$ cat config.mk
export PLATFORM = sky130hd
export DESIGN_NAME = rspf_top
export DESIGN_NICKNAME = d
export VERILOG_FILES = /design/src/logic/rspf_pkg.sv /design/src/logic/rspf_top.sv
export SDC_FILE = /design/constraint.sdc
export NUM_CORES = 1
export LEC_CHECK = 0
export ABC_AREA = 1
export BUFFER_PORTS_ARGS = -buffer_cell sky130_fd_sc_hd__buf_2
export CAP_MARGIN = 10
export CORE_MARGIN = 5
export CORE_UTILIZATION = 41
export CTS_BUF_LIST = sky130_fd_sc_hd__clkbuf_4 sky130_fd_sc_hd__clkbuf_8
export CTS_CLUSTER_DIAMETER = 40
export DETAILED_ROUTE_END_ITERATION = 8
export PLACE_DENSITY = 0.67
export SYNTH_ARGS = -nofsm -noshare
export SYNTH_HDL_FRONTEND = slang
export SYNTH_SLANG_ARGS = --single-unit
$ cat constraint.sdc
create_clock -name clock_i -period 3.4 [get_ports clock_i]
set_clock_uncertainty 0.15 [all_clocks]
set_input_delay 0.51 -clock clock_i [delete_from_list [all_inputs] [get_ports clock_i]]
set_output_delay 0.51 -clock clock_i [all_outputs]
set_load 0.005 [all_outputs]
$ cat src/logic/rspf_pkg.sv
// Package for the reset, strap and pin-function block: register map,
// field positions, reset values, operating modes and timing counts.
// Assumes a 125 MHz core clock and 32-bit AHB-Lite register access.
package rspf_pkg;

  // Register byte offsets on the AHB-Lite bus.
  localparam logic [7:0] PORT_E_ASSIGN_OFS = 8'h00;
  localparam logic [7:0] EXT_BUS_CTRL_OFS  = 8'h04;
  localparam logic [7:0] PULLUP_CTRL_OFS   = 8'h08;
  localparam logic [7:0] PORT_S_PULL_OFS   = 8'h0C;
  localparam logic [7:0] AUX_PULL_OFS      = 8'h10;
  localparam logic [7:0] STATUS_OFS        = 8'h14;

  // Field positions in the port-E assignment register.
  localparam int FREE_CYCLE_EN_BIT = 0;
  localparam int RW_PIN_EN_BIT     = 2;
  localparam int LOW_STROBE_EN_BIT = 3;
  localparam int BUS_CLOCK_OUT_DISABLE_BIT  = 4;
  // Field positions in the external bus control register.
  localparam int STRETCH_EN_BIT    = 0;
  localparam int STRETCH_LSB       = 1;
  localparam int INT_VIS_BIT       = 3;
  localparam int TAG_EN_BIT        = 4;
  // Field position in the pull-up control register.
  localparam int PE_PULLUP_EN_BIT  = 4;
  // Port-S register: enables in the low byte, polarities in the next.
  localparam int PS_POL_LSB        = 8;
  // Status register fields.
  localparam int ST_OSC_BIT        = 3;
  localparam int ST_RUN_BIT        = 4;
  localparam int ST_INTRST_BIT     = 5;

  // Reset values.
  localparam logic [1:0] STRETCH_RST   = 2'h3;
  localparam logic       PE_PULLUP_RST = 1'b1;
  localparam logic [7:0] PS_EN_RST     = 8'hFF;
  localparam logic [7:0] PS_POL_RST    = 8'h00;
  localparam logic [4:0] AUX_PULL_RST  = 5'h00;

  // Operating modes as {mode_strap_c, mode_strap_b, mode_strap_a}.
  localparam logic [2:0] MODE_SPECIAL_TEST  = 3'h2;
  localparam logic [2:0] MODE_NORMAL_SINGLE = 3'h4;
  localparam logic [2:0] MODE_NORMAL_NARROW = 3'h5;

  // Timing: clock period, internal reset drive time, pin rise allowance.
  localparam int CLK_PERIOD_PS  = 8000;
  localparam int RST_DRIVE_NS   = 512;
  localparam int RST_DRIVE_CYC  = (RST_DRIVE_NS * 1000 + CLK_PERIOD_PS - 1) / CLK_PERIOD_PS;
  localparam int RISE_BUS_CLOCK_OUT_CYC  = 32;
  localparam int RISE_CYC       = RISE_BUS_CLOCK_OUT_CYC * 2;

  // Reset sequence states, Gray coded along run, drive, settle.
  typedef enum logic [1:0] {
    ST_RUN    = 2'b00,
    ST_DRIVE  = 2'b01,
    ST_SETTLE = 2'b11
  } rspf_state_t;

  // Straps caught at reset release.
  typedef struct packed {
    logic [2:0] mode;
    logic       osc_sel;
  } rspf_strap_t;

  // One driven pin: output level and output enable.
  typedef struct packed {
    logic o;
    logic oe;
  } rspf_pin_t;

endpackage

$ cat src/logic/rspf_top.sv
// Reset pin, strap capture, bus-clock output and pin-function control.
// Assumes one 125 MHz clock, an AHB-Lite master and pins from off chip.
// What this block does
// - On any reset, drive pin low, sequence.
// - Reset pin input plus open-drain failure output.
// - Capture mode straps at reset rising edge.
// - Mode-strap pull-downs only while reset low.
// - Low debug pin at falling clock tags high half.
// - Free-cycle indicator asserts when core bus idle.
// - Sample oscillator select strap at reset release.
// - Clock pin outputs except normal single chip.
// - Bus clock out is half input clock.
// - Bus clock stops in stop mode.
// - Disable, visibility, stretch bits govern clock out.
// - Two-bit stretch for slow memory, default on.
// - Special test mode: strobe and rw enables set.
// - Clearing port-E pull-up enable drops pull-up.
// - Ports A and B carry expanded bus.
// - Normal narrow mode: clock out never stretched.
// - Port S pulls on at reset, per-pin selectable.
// - Ports T,P,Q,U and DAC pulls off.
// - No low-byte strobe until its enable set.
//
// Decided for this implementation: the register addresses and the AHB-Lite register port.
`timescale 1ns/1ps
`default_nettype none

module rspf_top (
  input  wire logic              clock_i,
  input  wire logic              rst_b_i,
  // AHB-Lite slave port.
  input  wire logic              hsel_i,
  input  wire logic [7:0]        haddr_i,
  input  wire logic [1:0]        htrans_i,
  input  wire logic              hwrite_i,
  input  wire logic [2:0]        hsize_i,
  input  wire logic [31:0]       hwdata_i,
  input  wire logic              hready_i,
  output logic                   hreadyout_o,
  output logic [31:0]            hrdata_o,
  output logic                   hresp_o,
  // Reset pin, open drain, and internal failure sources.
  input  wire logic              reset_pin_i,
  output logic                   reset_pin_o,
  output logic                   reset_pin_oe_o,
  input  wire logic              watchdog_monitor_fail_i,
  input  wire logic              clock_monitor_fail_i,
  output logic                   core_run_o,
  // Strap pins and debug pin.
  input  wire logic              mode_strap_c_i,
  input  wire logic              mode_strap_b_i,
  input  wire logic              mode_strap_a_i,
  input  wire logic              osc_select_strap_i,
  input  wire logic              debug_pin_i,
  output logic                   strap_pulldown_o,
  output logic                   tag_high_half_o,
  // Core status from the same clock domain.
  input  wire logic              stop_mode_i,
  input  wire logic              cpu_bus_busy_i,
  input  wire logic              ext_access_i,
  // Pin function outputs.
  output logic                   free_cycle_indicator_o,
  output rspf_pkg::rspf_pin_t    bus_clock_out_o,
  output logic                   bus_clock_pullup_o,
  output logic                   rw_pin_oe_o,
  output logic                   low_strobe_oe_o,
  output logic                   pe32_pullup_o,
  output logic                   port_ab_bus_sel_o,
  output logic [7:0]             port_s_pullup_o,
  output logic [7:0]             port_s_pulldown_o,
  output logic [4:0]             aux_pull_enable_o
);
  import rspf_pkg::*;

  logic [1:0]  rst_sync;      // Reset release synchroniser.
  logic        rst_n;         // Internal reset copy.
  logic [1:0]  rpin_sync;     // Reset pin synchroniser.
  logic [1:0]  dbg_sync;      // Debug pin synchroniser.
  rspf_strap_t strap_s1;      // Strap synchroniser first stage.
  rspf_strap_t strap_s2;      // Strap synchroniser second stage.
  rspf_strap_t strap;         // Captured straps.
  rspf_state_t state;         // Reset sequence state.
  rspf_state_t next_state;    // Its next value.
  logic [7:0]  seq_cnt;       // Drive and settle counter.
  logic        int_reset;     // Last reset came from an internal failure.
  logic        capture;       // Straps are caught in this cycle.
  logic        fail;          // Any internal failure.
  logic        expanded;      // Captured mode uses the external bus.
  // Register fields.
  logic        free_cycle_en;
  logic        rw_pin_en;
  logic        low_strobe_enable;
  logic        bus_clock_out_disable;
  logic        bus_clock_stretch_enable;
  logic [1:0]  stretch_amount;
  logic        internal_visibility;
  logic        tag_en;
  logic        port_e_pullup_enable;
  logic [7:0]  port_s_pull_enable;
  logic [7:0]  port_s_pull_polarity;
  logic [4:0]  aux_pull_en;
  // Bus clock generator.
  logic        bus_clock_out;
  logic [1:0]  stretch_cnt;
  logic        bus_clock_out_hold;
  logic        bus_clock_out_oe;
  // AHB-Lite data phase.
  logic        wr_pend;
  logic [7:0]  wr_addr;

  // Reset is released through two flops; assertion stays asynchronous.
  always_ff @(posedge clock_i or negedge rst_b_i) begin
    if (!rst_b_i) begin
      rst_sync <= 2'h0;
    end else begin
      rst_sync <= {rst_sync[0], 1'b1};
    end
  end
  assign rst_n = rst_sync[1];

  // Pins from off chip pass two flops before any logic reads them.
  always_ff @(posedge clock_i or negedge rst_n) begin
    if (!rst_n) begin
      rpin_sync <= 2'h0;
      dbg_sync  <= 2'h3;
      strap_s1  <= '0;
      strap_s2  <= '0;
    end else begin
      rpin_sync <= {rpin_sync[0], reset_pin_i};
      dbg_sync  <= {dbg_sync[0], debug_pin_i};
      strap_s1  <= {mode_strap_c_i, mode_strap_b_i, mode_strap_a_i, osc_select_strap_i};
      strap_s2  <= strap_s1;
    end
  end

  assign fail = watchdog_monitor_fail_i | clock_monitor_fail_i;
  // The pin is caught high in settle: that is the reset rising edge.
  assign capture = (state == ST_SETTLE) && rpin_sync[1];

  // Reset sequence: drive, release, wait for the pin to rise, then run.
  always_comb begin
    next_state = state;
    case (state)
      ST_RUN: begin
        if (fail || !rpin_sync[1]) begin
          next_state = ST_DRIVE;
        end
      end
      ST_DRIVE: begin
        if (seq_cnt == 8'(RST_DRIVE_CYC - 1)) begin
          next_state = ST_SETTLE;
        end
      end
      ST_SETTLE: begin
        // An external hold keeps us here; a slow rise is waited out.
        if (capture) begin
          next_state = ST_RUN;
        end
      end
      default: begin
        next_state = ST_DRIVE;
      end
    endcase
  end

  // State, counter and reset source; a fresh reset always drives first.
  always_ff @(posedge clock_i or negedge rst_n) begin
    if (!rst_n) begin
      state     <= ST_DRIVE;
      seq_cnt   <= 8'h00;
      int_reset <= 1'b0;
    end else begin
      state <= next_state;
      if (next_state != state) begin
        seq_cnt <= 8'h00;
      end else if (seq_cnt != 8'hFF) begin
        seq_cnt <= seq_cnt + 8'h01;
      end
      if (state == ST_RUN && next_state == ST_DRIVE) begin
        int_reset <= fail;
      end
    end
  end

  // Open-drain reset pin: only ever low, enabled while driving.
  always_ff @(posedge clock_i or negedge rst_n) begin
    if (!rst_n) begin
      reset_pin_o      <= 1'b0;
      reset_pin_oe_o   <= 1'b1;
      core_run_o       <= 1'b0;
      strap_pulldown_o <= 1'b1;
    end else begin
      reset_pin_o      <= 1'b0;
      reset_pin_oe_o   <= (next_state == ST_DRIVE);
      core_run_o       <= (next_state == ST_RUN);
      // Pull-downs follow reset low, so they never load the pins in use.
      strap_pulldown_o <= !rpin_sync[1] || (next_state != ST_RUN);
    end
  end

  // Straps are caught once per reset and then left alone.
  always_ff @(posedge clock_i or negedge rst_n) begin
    if (!rst_n) begin
      strap <= '0;
    end else if (capture) begin
      strap <= strap_s2;
    end
  end

  // Special test mode is counted with the expanded modes.
  assign expanded = strap.mode[0] || (strap.mode == MODE_SPECIAL_TEST);

  // Port-E assignment and bus control registers: mode-dependent reset
  // values are loaded at capture, since the mode is unknown before.
  always_ff @(posedge clock_i or negedge rst_n) begin
    if (!rst_n) begin
      free_cycle_en            <= 1'b0;
      rw_pin_en                <= 1'b0;
      low_strobe_enable        <= 1'b0;
      bus_clock_out_disable    <= 1'b1;
      bus_clock_stretch_enable <= 1'b0;
      stretch_amount           <= STRETCH_RST;
      internal_visibility      <= 1'b0;
      tag_en                   <= 1'b0;
    end else if (capture) begin
      free_cycle_en            <= 1'b0;
      rw_pin_en                <= (strap_s2.mode == MODE_SPECIAL_TEST);
      low_strobe_enable        <= (strap_s2.mode == MODE_SPECIAL_TEST);
      bus_clock_out_disable    <= (strap_s2.mode == MODE_NORMAL_SINGLE);
      bus_clock_stretch_enable <= strap_s2.mode[0] ||
                                  (strap_s2.mode == MODE_SPECIAL_TEST);
      stretch_amount           <= STRETCH_RST;
      internal_visibility      <= 1'b0;
      tag_en                   <= 1'b0;
    end else if (wr_pend && wr_addr == PORT_E_ASSIGN_OFS) begin
      free_cycle_en            <= hwdata_i[FREE_CYCLE_EN_BIT];
      rw_pin_en                <= hwdata_i[RW_PIN_EN_BIT];
      low_strobe_enable        <= hwdata_i[LOW_STROBE_EN_BIT];
      bus_clock_out_disable    <= hwdata_i[BUS_CLOCK_OUT_DISABLE_BIT];
    end else if (wr_pend && wr_addr == EXT_BUS_CTRL_OFS) begin
      bus_clock_stretch_enable <= hwdata_i[STRETCH_EN_BIT];
      stretch_amount           <= hwdata_i[STRETCH_LSB +: 2];
      internal_visibility      <= hwdata_i[INT_VIS_BIT];
      tag_en                   <= hwdata_i[TAG_EN_BIT];
    end
  end

  // Pull control registers; port S and the port-E pull-up start on, the rest off.
  always_ff @(posedge clock_i or negedge rst_n) begin
    if (!rst_n) begin
      port_e_pullup_enable <= PE_PULLUP_RST;
      port_s_pull_enable   <= PS_EN_RST;
      port_s_pull_polarity <= PS_POL_RST;
      aux_pull_en          <= AUX_PULL_RST;
    end else if (wr_pend) begin
      case (wr_addr)
        PULLUP_CTRL_OFS: begin
          port_e_pullup_enable <= hwdata_i[PE_PULLUP_EN_BIT];
        end
        PORT_S_PULL_OFS: begin
          port_s_pull_enable   <= hwdata_i[7:0];
          port_s_pull_polarity <= hwdata_i[PS_POL_LSB +: 8];
        end
        AUX_PULL_OFS: begin
          aux_pull_en <= hwdata_i[4:0];
        end
        default: begin
          aux_pull_en <= aux_pull_en;
        end
      endcase
    end
  end

  // Stretch holds the high phase only for external accesses, never in
  // normal narrow mode where the clock must keep a constant rate.
  assign bus_clock_out_hold = stop_mode_i || (bus_clock_out && stretch_cnt != 2'h0);

  // Bus clock: toggles every core edge, giving half the input rate.
  always_ff @(posedge clock_i or negedge rst_n) begin
    if (!rst_n) begin
      bus_clock_out        <= 1'b0;
      stretch_cnt <= 2'h0;
    end else if (!bus_clock_out_hold) begin
      bus_clock_out <= !bus_clock_out;
      if (!bus_clock_out && ext_access_i && bus_clock_stretch_enable &&
          strap.mode != MODE_NORMAL_NARROW) begin
        stretch_cnt <= stretch_amount;
      end else begin
        stretch_cnt <= 2'h0;
      end
    end else if (!stop_mode_i) begin
      stretch_cnt <= stretch_cnt - 2'h1;
    end
  end

  // The clock pin drives unless disabled; visibility keeps it on outside normal single chip.
  assign bus_clock_out_oe = (!bus_clock_out_disable || internal_visibility) &&
                   (strap.mode != MODE_NORMAL_SINGLE);

  // Pin-function outputs, all registered.
  always_ff @(posedge clock_i or negedge rst_n) begin
    if (!rst_n) begin
      bus_clock_out_o        <= '0;
      bus_clock_pullup_o     <= 1'b1;
      rw_pin_oe_o            <= 1'b0;
      low_strobe_oe_o        <= 1'b0;
      pe32_pullup_o          <= 1'b1;
      port_ab_bus_sel_o      <= 1'b0;
      free_cycle_indicator_o <= 1'b0;
      tag_high_half_o        <= 1'b0;
    end else begin
      bus_clock_out_o.o      <= bus_clock_out_hold ? bus_clock_out : !bus_clock_out;
      bus_clock_out_o.oe     <= bus_clock_out_oe;
      bus_clock_pullup_o     <= !bus_clock_out_oe && port_e_pullup_enable;
      rw_pin_oe_o            <= rw_pin_en;
      low_strobe_oe_o        <= low_strobe_enable;
      pe32_pullup_o          <= !(rw_pin_en && low_strobe_enable) &&
                                port_e_pullup_enable;
      port_ab_bus_sel_o      <= expanded && core_run_o;
      free_cycle_indicator_o <= expanded && free_cycle_en && !cpu_bus_busy_i;
      // Falling edge of the bus clock: high now, low next.
      tag_high_half_o        <= expanded && tag_en && bus_clock_out && !bus_clock_out_hold &&
                                !dbg_sync[1];
    end
  end

  // Port-S pull per pin: polarity zero pulls up, one pulls down.
  for (genvar i = 0; i < 8; i++) begin : g_port_s
    always_ff @(posedge clock_i or negedge rst_n) begin
      if (!rst_n) begin
        port_s_pullup_o[i]   <= 1'b1;
        port_s_pulldown_o[i] <= 1'b0;
      end else begin
        port_s_pullup_o[i]   <= port_s_pull_enable[i] && !port_s_pull_polarity[i];
        port_s_pulldown_o[i] <= port_s_pull_enable[i] && port_s_pull_polarity[i];
      end
    end
  end

  // Other ports' pull enables go straight from their register.
  always_ff @(posedge clock_i or negedge rst_n) begin
    if (!rst_n) begin
      aux_pull_enable_o <= AUX_PULL_RST;
    end else begin
      aux_pull_enable_o <= aux_pull_en;
    end
  end

  // AHB-Lite: zero wait states; read data is set up in the address phase
  // so it stands from a flop in the data phase.
  always_ff @(posedge clock_i or negedge rst_n) begin
    if (!rst_n) begin
      hreadyout_o <= 1'b1;
      hresp_o     <= 1'b0;
      hrdata_o    <= 32'h0000_0000;
      wr_pend     <= 1'b0;
      wr_addr     <= 8'h00;
    end else begin
      hreadyout_o <= 1'b1;
      hresp_o     <= 1'b0;
      wr_pend     <= hsel_i && hready_i && htrans_i[1] && hwrite_i;
      wr_addr     <= {haddr_i[7:2], 2'h0};
      hrdata_o    <= 32'h0000_0000;
      if (hsel_i && hready_i && htrans_i[1] && !hwrite_i) begin
        case ({haddr_i[7:2], 2'h0})
          PORT_E_ASSIGN_OFS: begin
            hrdata_o[FREE_CYCLE_EN_BIT] <= free_cycle_en;
            hrdata_o[RW_PIN_EN_BIT]     <= rw_pin_en;
            hrdata_o[LOW_STROBE_EN_BIT] <= low_strobe_enable;
            hrdata_o[BUS_CLOCK_OUT_DISABLE_BIT]  <= bus_clock_out_disable;
          end
          EXT_BUS_CTRL_OFS: begin
            hrdata_o[STRETCH_EN_BIT]        <= bus_clock_stretch_enable;
            hrdata_o[STRETCH_LSB +: 2]      <= stretch_amount;
            hrdata_o[INT_VIS_BIT]           <= internal_visibility;
            hrdata_o[TAG_EN_BIT]            <= tag_en;
          end
          PULLUP_CTRL_OFS: begin
            hrdata_o[PE_PULLUP_EN_BIT] <= port_e_pullup_enable;
          end
          PORT_S_PULL_OFS: begin
            hrdata_o[15:0] <= {port_s_pull_polarity, port_s_pull_enable};
          end
          AUX_PULL_OFS: begin
            hrdata_o[4:0] <= aux_pull_en;
          end
          STATUS_OFS: begin
            hrdata_o[2:0]           <= strap.mode;
            hrdata_o[ST_OSC_BIT]    <= strap.osc_sel;
            hrdata_o[ST_RUN_BIT]    <= core_run_o;
            hrdata_o[ST_INTRST_BIT] <= int_reset;
          end
          default: begin
            hrdata_o <= 32'h0000_0000;   // Unmapped reads return zero.
          end
        endcase
      end
    end
  end
endmodule // rspf_top

`default_nettype wire

# Yosys cells after proc, flatten, opt, wreduce, memory -nomap -nowiden
# Cells that the tools add are included.
# totals
ff_bits,134
in_bits,61
output_inout_bits,68
elab_cells,193
# classes
n_addsub,2
n_eq_ne,22
n_mux,36
bitwise_logic,1
n_reduce_logical,75
# op_table
cell,count
$logic_and A1 B1 Y1,39
$eq A6 B2 Y1 const B,4
$eq A6 B3 Y1 const B,3
$mux W2,9
$logic_not A1 Y1,17
$mux W1,17
$mux W16,1
$mux W8,2
$eq A6 B1 Y1 const B,2
$mux W10,1
$pmux W2 S5,1
$reduce_bool A2 Y1,5
$add A8 B1 Y8 const B,1
$eq A8 B6 Y1 const B,1
$logic_not A8 Y1,1
$ne A8 B8 Y1 const B,1
$reduce_and A2 Y1,4
$eq A3 B2 Y1 const B,2
$logic_not A6 Y1,1
$logic_or A1 B1 Y1,6
$ne A3 B3 Y1 const B,2
$pmux W1 S6,1
$pmux W2 S3,1
$pmux W1 S5,1
10 further kinds,13

# Logic depth before layout (Yosys ltp)
# depth
ltp_word,6
depth_mapped,8
ltp_nobuf,8

# Worst setup path after synthesis
# OpenSTA, ideal clock, no wires.
# synth_path
path_kind,reg-to-reg
startpoint,register seq_cnt[0]
endpoint,register seq_cnt[0]
setup_ps,86
arrival_time_ps,1203
required_time_ps,3164
path_slack_ps,1961
path_stages_with_launch,7
path_buffers,0
period_less_slack_ps,1439
cell_sequence,dfrtp_1 ha_1 nand2_1 inv_2 nand4_1 nand2_1 nor3_1
# synth_via
elab_chain_len,5
word_cells_on_any_way,9
classes_between,1 x add/sub; 3 x eq/ne; 4 x mux; 1 x reduce/logical
# synth_rtl
element,line,source
start: declaration,rspf_top.sv:84,logic [7:0] seq_cnt;
start signal: assignment,rspf_top.sv:177,seq_cnt <= seq_cnt + 8'h01;
$eq A8 B6 Y1,rspf_top.sv:150,if (seq_cnt == 8'(RST_DRIVE_CYC - 1)) begin
$mux W2,rspf_top.sv:150,
$pmux W2 S3,rspf_top.sv:143,case (state)
$ne A2 B2 Y1,rspf_top.sv:174,if (next_state != state) begin
$mux W8 or $reduce_bool A2 Y1 (tied branches),n/a,
# Parallel ways exist; a longest one is shown, timed or not. The select of a mux whose other input is x is not followed.
# A chain may end at the register's enable or synchronous reset.

# Final worst setup path
# layout_path
startpoint,register state[0]
endpoint,register low_strobe_enable
# layout_via
elab_chain_len,3
word_cells_on_any_way,4
classes_between,1 x eq/ne; 1 x mux; 2 x reduce/logical
# layout_rtl
element,line,source
start: declaration,rspf_top.sv:82,rspf_state_t state;
start signal: assignment,rspf_top.sv:173,state <= next_state;
$eq A2 B2 Y1 (*),rspf_top.sv:138,assign capture = (state == ST_SETTLE) && rpin_sync[1];
$logic_and A1 B1 Y1 (*),rspf_top.sv:138,
$mux W1 or $reduce_bool A2 Y1 (tied branches),n/a,
end signal: assignment,rspf_top.sv:228,low_strobe_enable <= (strap_s2.mode == MODE_SPECIAL_TEST);
end signal: assignment,rspf_top.sv:238,low_strobe_enable <= hwdata_i[LOW_STROBE_EN_BIT];
end: declaration,rspf_top.sv:92,logic low_strobe_enable;
# Every way passes the cells marked *; elsewhere a longest branch is shown, timed or not.

==> impl_metrics.env <==
export IMPL_outcome="completed"
export IMPL_hold_buffers=1
export IMPL_wl_um=9878
export IMPL_setup_slack_ns=1.592
export IMPL_num_fill_cells=1065
export IMPL_hold_depth=1
export IMPL_setup_viol=0
export IMPL_grt_ovfl_total=0
export IMPL_reg2regPathDepth=6
export IMPL_antenna_found_initial=0
export IMPL_yosysSeqAreaShare_pct=62.29
export IMPL_critical_path_top_delay_family="simple AND/OR/NAND/NOR gates"
export IMPL_r2r_end="low_strobe_enable"
export IMPL_multi_input_area_um2=1426
export IMPL_gp_congestion=0.9336
export IMPL_finalHoldViolCount=0
export IMPL_timing_hold_ws_ns=0.04114
export IMPL_share_clk_of_total_power_pct=44.7
export IMPL_cts_setup_buffers=0
export IMPL_post_route_period_util_pct=53.17
export IMPL_top_layer="met4"
export IMPL_wl_per_cell_um=13.28
export IMPL_viasPerCell=4.601
export IMPL_maxSlewViolCount=0
export IMPL_crit_chain="nand3_1 -> inv_2 -> nand3_1 -> nand2_1 -> nand2_1 -> nand2_1"
export IMPL_dr_pass1_iters=5
export IMPL_p_int_mw=2.446
export IMPL_rsz0062_at_grt="no"
export IMPL_drc=0
export IMPL_max_cap_violations=0
export IMPL_leakagePower_nw=2.988
export IMPL_syn_avg_cell_area_um2=9.825
export IMPL_pre_cts_ws_ns=1.310
export IMPL_grt_pass1_vias=3404
export IMPL_routed_wl_met3_um=746
export IMPL_rows=39
export IMPL_crit_top_cell="nand2_1"
export IMPL_total_switching_power_mw=0.7316
export IMPL_h_tree_depth=4
export IMPL_period_minus_slack_ns=1.808
export IMPL_numCtsBuffers=17
export IMPL_vdd_drop_max_v=0.0003391
export IMPL_cts_root_buf="clkbuf_8"
export IMPL_vias=3423
export IMPL_critPathMaxStageDelay_ns=0.54
export IMPL_cp_end_kind="flip-flop"
export IMPL_io_buffers=87
export IMPL_route_met2_wl_um=4634
export IMPL_relSlewSlack_pct=40.43
export IMPL_die_y_um=118.1
export IMPL_syn_inst=488
export IMPL_cp_arrival_ns=2.01
export IMPL_path_buf_inv=1
export IMPL_switching_share_pct=23.02
export IMPL_max_freq_mhz=553.2
export IMPL_drive_gt1_share_pct=29.12
export IMPL_drt_iter0_markers=369
export IMPL_cp_start_kind="flip-flop"
export IMPL_hpwl_um=7231
export IMPL_rr_startpoint="state[0]"
export IMPL_cts_resized=0
export IMPL_grt_pass1_wl_um=16390
export IMPL_clkTransAtPathRegs_ns=0.07
export IMPL_yosysUniqueCellTypes=36
export IMPL_rrSetupSlack_ns=1.59
export IMPL_hold_end="dbg_sync[0]"
export IMPL_cts_tree="built"
export IMPL_powerDensity_nw_per_um2=551.5
export IMPL_netlist_area_um2=4795
export IMPL_seq_area_um2=2990
export IMPL_final_nets=651
export IMPL_die_area_um2=13960
export IMPL_worst_slew_pin_transition_ns=0.8902
export IMPL_power_frac_seq_pct=48.5
export IMPL_cts_sinks=118
export IMPL_clock_path_buffers=2
export IMPL_wl_met1_um=4412
export IMPL_io_pins=129
export IMPL_path_class="flip-flop to flip-flop"
export IMPL_min_delay_path_class="input pin to flip-flop"
export IMPL_slowest_stage="dfstp_2"
export IMPL_cp_max_fo=15
export IMPL_die_width_um=118.1
export IMPL_start_util_pct=41.99
export IMPL_yosys_register_bits=118
export IMPL_gr_usage_all_layers_pct=14.62
export IMPL_fp_coreArea_um2=11420
export IMPL_worst_skew_pair_late_latency_ns=0.42
export IMPL_finalSetupTns_ns=0
export IMPL_p_comb_share_pct=6.8
export IMPL_n_antenna_cell=0
export IMPL_min_from="debug_pin_i"
export IMPL_required_ns=3.60
export IMPL_areaGrowthSynthToFinish_pct=20.17
export IMPL_grt_max_degree=69
export IMPL_ys_warn_count=0
export IMPL_ant_nets=0
[power by group through the flow]
stage	clock network [mW]	registers, mW	logic [mW]
2_1_floorplan	0	1.56	0.143
3_3_place_gp	0	1.56	0.207
3_5_place_dp	0	1.57	0.214
4_1_cts	1.45	1.54	0.217
5_1_grt	1.52	1.55	0.250
6_report	1.42	1.54	0.214
[worst max-delay path by stage]
stage	from	to	cells after the start
after floorplan	rst_sync[1]	aux_pull_en[0]	0
after global placement	htrans_i[1]	hrdata_o[6]	5
after detailed placement	htrans_i[1]	hrdata_o[6]	5
after CTS	state[0]	low_strobe_enable	6
after global routing	state[0]	bus_clock_out_disable	6
final	state[0]	low_strobe_enable	6
[cells by family (layout without fill, tap and decap cells)]
family                     after synthesis  after routing  share of synthesized area, %
and+or+nand+nor                        219            219                         21.35
DFF                                    118            118                         62.29
buffers and inverters                   93            188                         9.368
AOI/OAI and AO/OA                       51             51                         5.767
xor gates and xnor gates                 3              3                        0.5481
adders and majority gates                2              2                        0.5218
other                                    2             20                        0.1566
[Yosys cell counts, drive strengths merged]
cell	n	share of area, %
ha	2	0.52
or2	2	0.31
o21ai	35	3.7
conb	2	0.16
a31oi	2	0.26
nor3b	1	0.16
nand2	94	7.5
nor4	1	0.13
xor2	3	0.55
clkbuf	1	0.078
nand3	33	3.7
nand3b	3	0.47
dfrtp	91	47
o31ai	1	0.16
nand4	13	1.8
clkinv	1	0.078
nor3	6	0.84
a21oi	11	1.4
nor2	66	6.4
o211ai	2	0.31
buf	25	4.0
inv	66	5.2
dfstp	27	15
[cells in the final DEF (no fill, tap or decap), types with 2 or more instances in the layout]
cell type / synthesis / final
o211ai_1: 2 / 2
clkbuf_8: 0 / 17
nor3_2: 2 / 2
xor2_1: 3 / 3
dfstp_2: 27 / 27
nor2_4: 5 / 5
conb_1: 2 / 20
nand2_1: 92 / 92
nand4_1: 12 / 12
a31oi_1: 2 / 2
nand3_1: 32 / 32
bufinv_16: 0 / 5
nor3_1: 4 / 4
o21ai_1: 20 / 20
nor2_2: 3 / 3
inv_2: 7 / 7
buf_2: 2 / 87
inv_1: 59 / 59
ha_1: 2 / 2
o21ai_0: 15 / 15
nand2_2: 2 / 2
nand3b_1: 3 / 3
clkinvlp_4: 0 / 5
clkinv_2: 0 / 4
nor2_1: 57 / 57
a21oi_1: 8 / 8
a21oi_2: 3 / 3
dfrtp_1: 91 / 90
[layout make-up]
cell class / count / area share [%]
clock buffers: 18 / 4.191
multi-input cells: 295 / 24.76
repair buffers: 89 / 8.078
clock inverters: 14 / 3.605
well taps: 143 / 3.105
flip-flops and latches: 118 / 51.90
inverters: 67 / 4.365
[through the flow]
stage          cells  power (mW)  util (%)  area (um2)
2_1_floorplan    506       1.704         -        4863
3_3_place_gp     711       1.772     46.44        5303
3_5_place_dp     711       1.781     46.44        5303
4_1_cts          744       3.210     50.46        5762
5_1_grt          744       3.320     50.46        5762
6_report         744       3.178     50.46        5762
[sequential cells by signal (all words and copies together), names as in the netlist, 5 cells and up]
register              flops
aux_pull_enable_o         5
seq_cnt                   8
port_s_pullup_o           8
hrdata_o                 16
aux_pull_en               5
port_s_pull_enable        8
wr_addr                   6
port_s_pulldown_o         8
port_s_pull_polarity      8
[layer usage]
metal / vias up / GRT usage, %
met5: - / 0
li1: 1710 / -
met1: 1592 / 19.12
met3: 11 / 5.874
met4: 0 / 3.799
met2: 110 / 22.78
No activity file was read; power rests on OpenSTA's default activity.
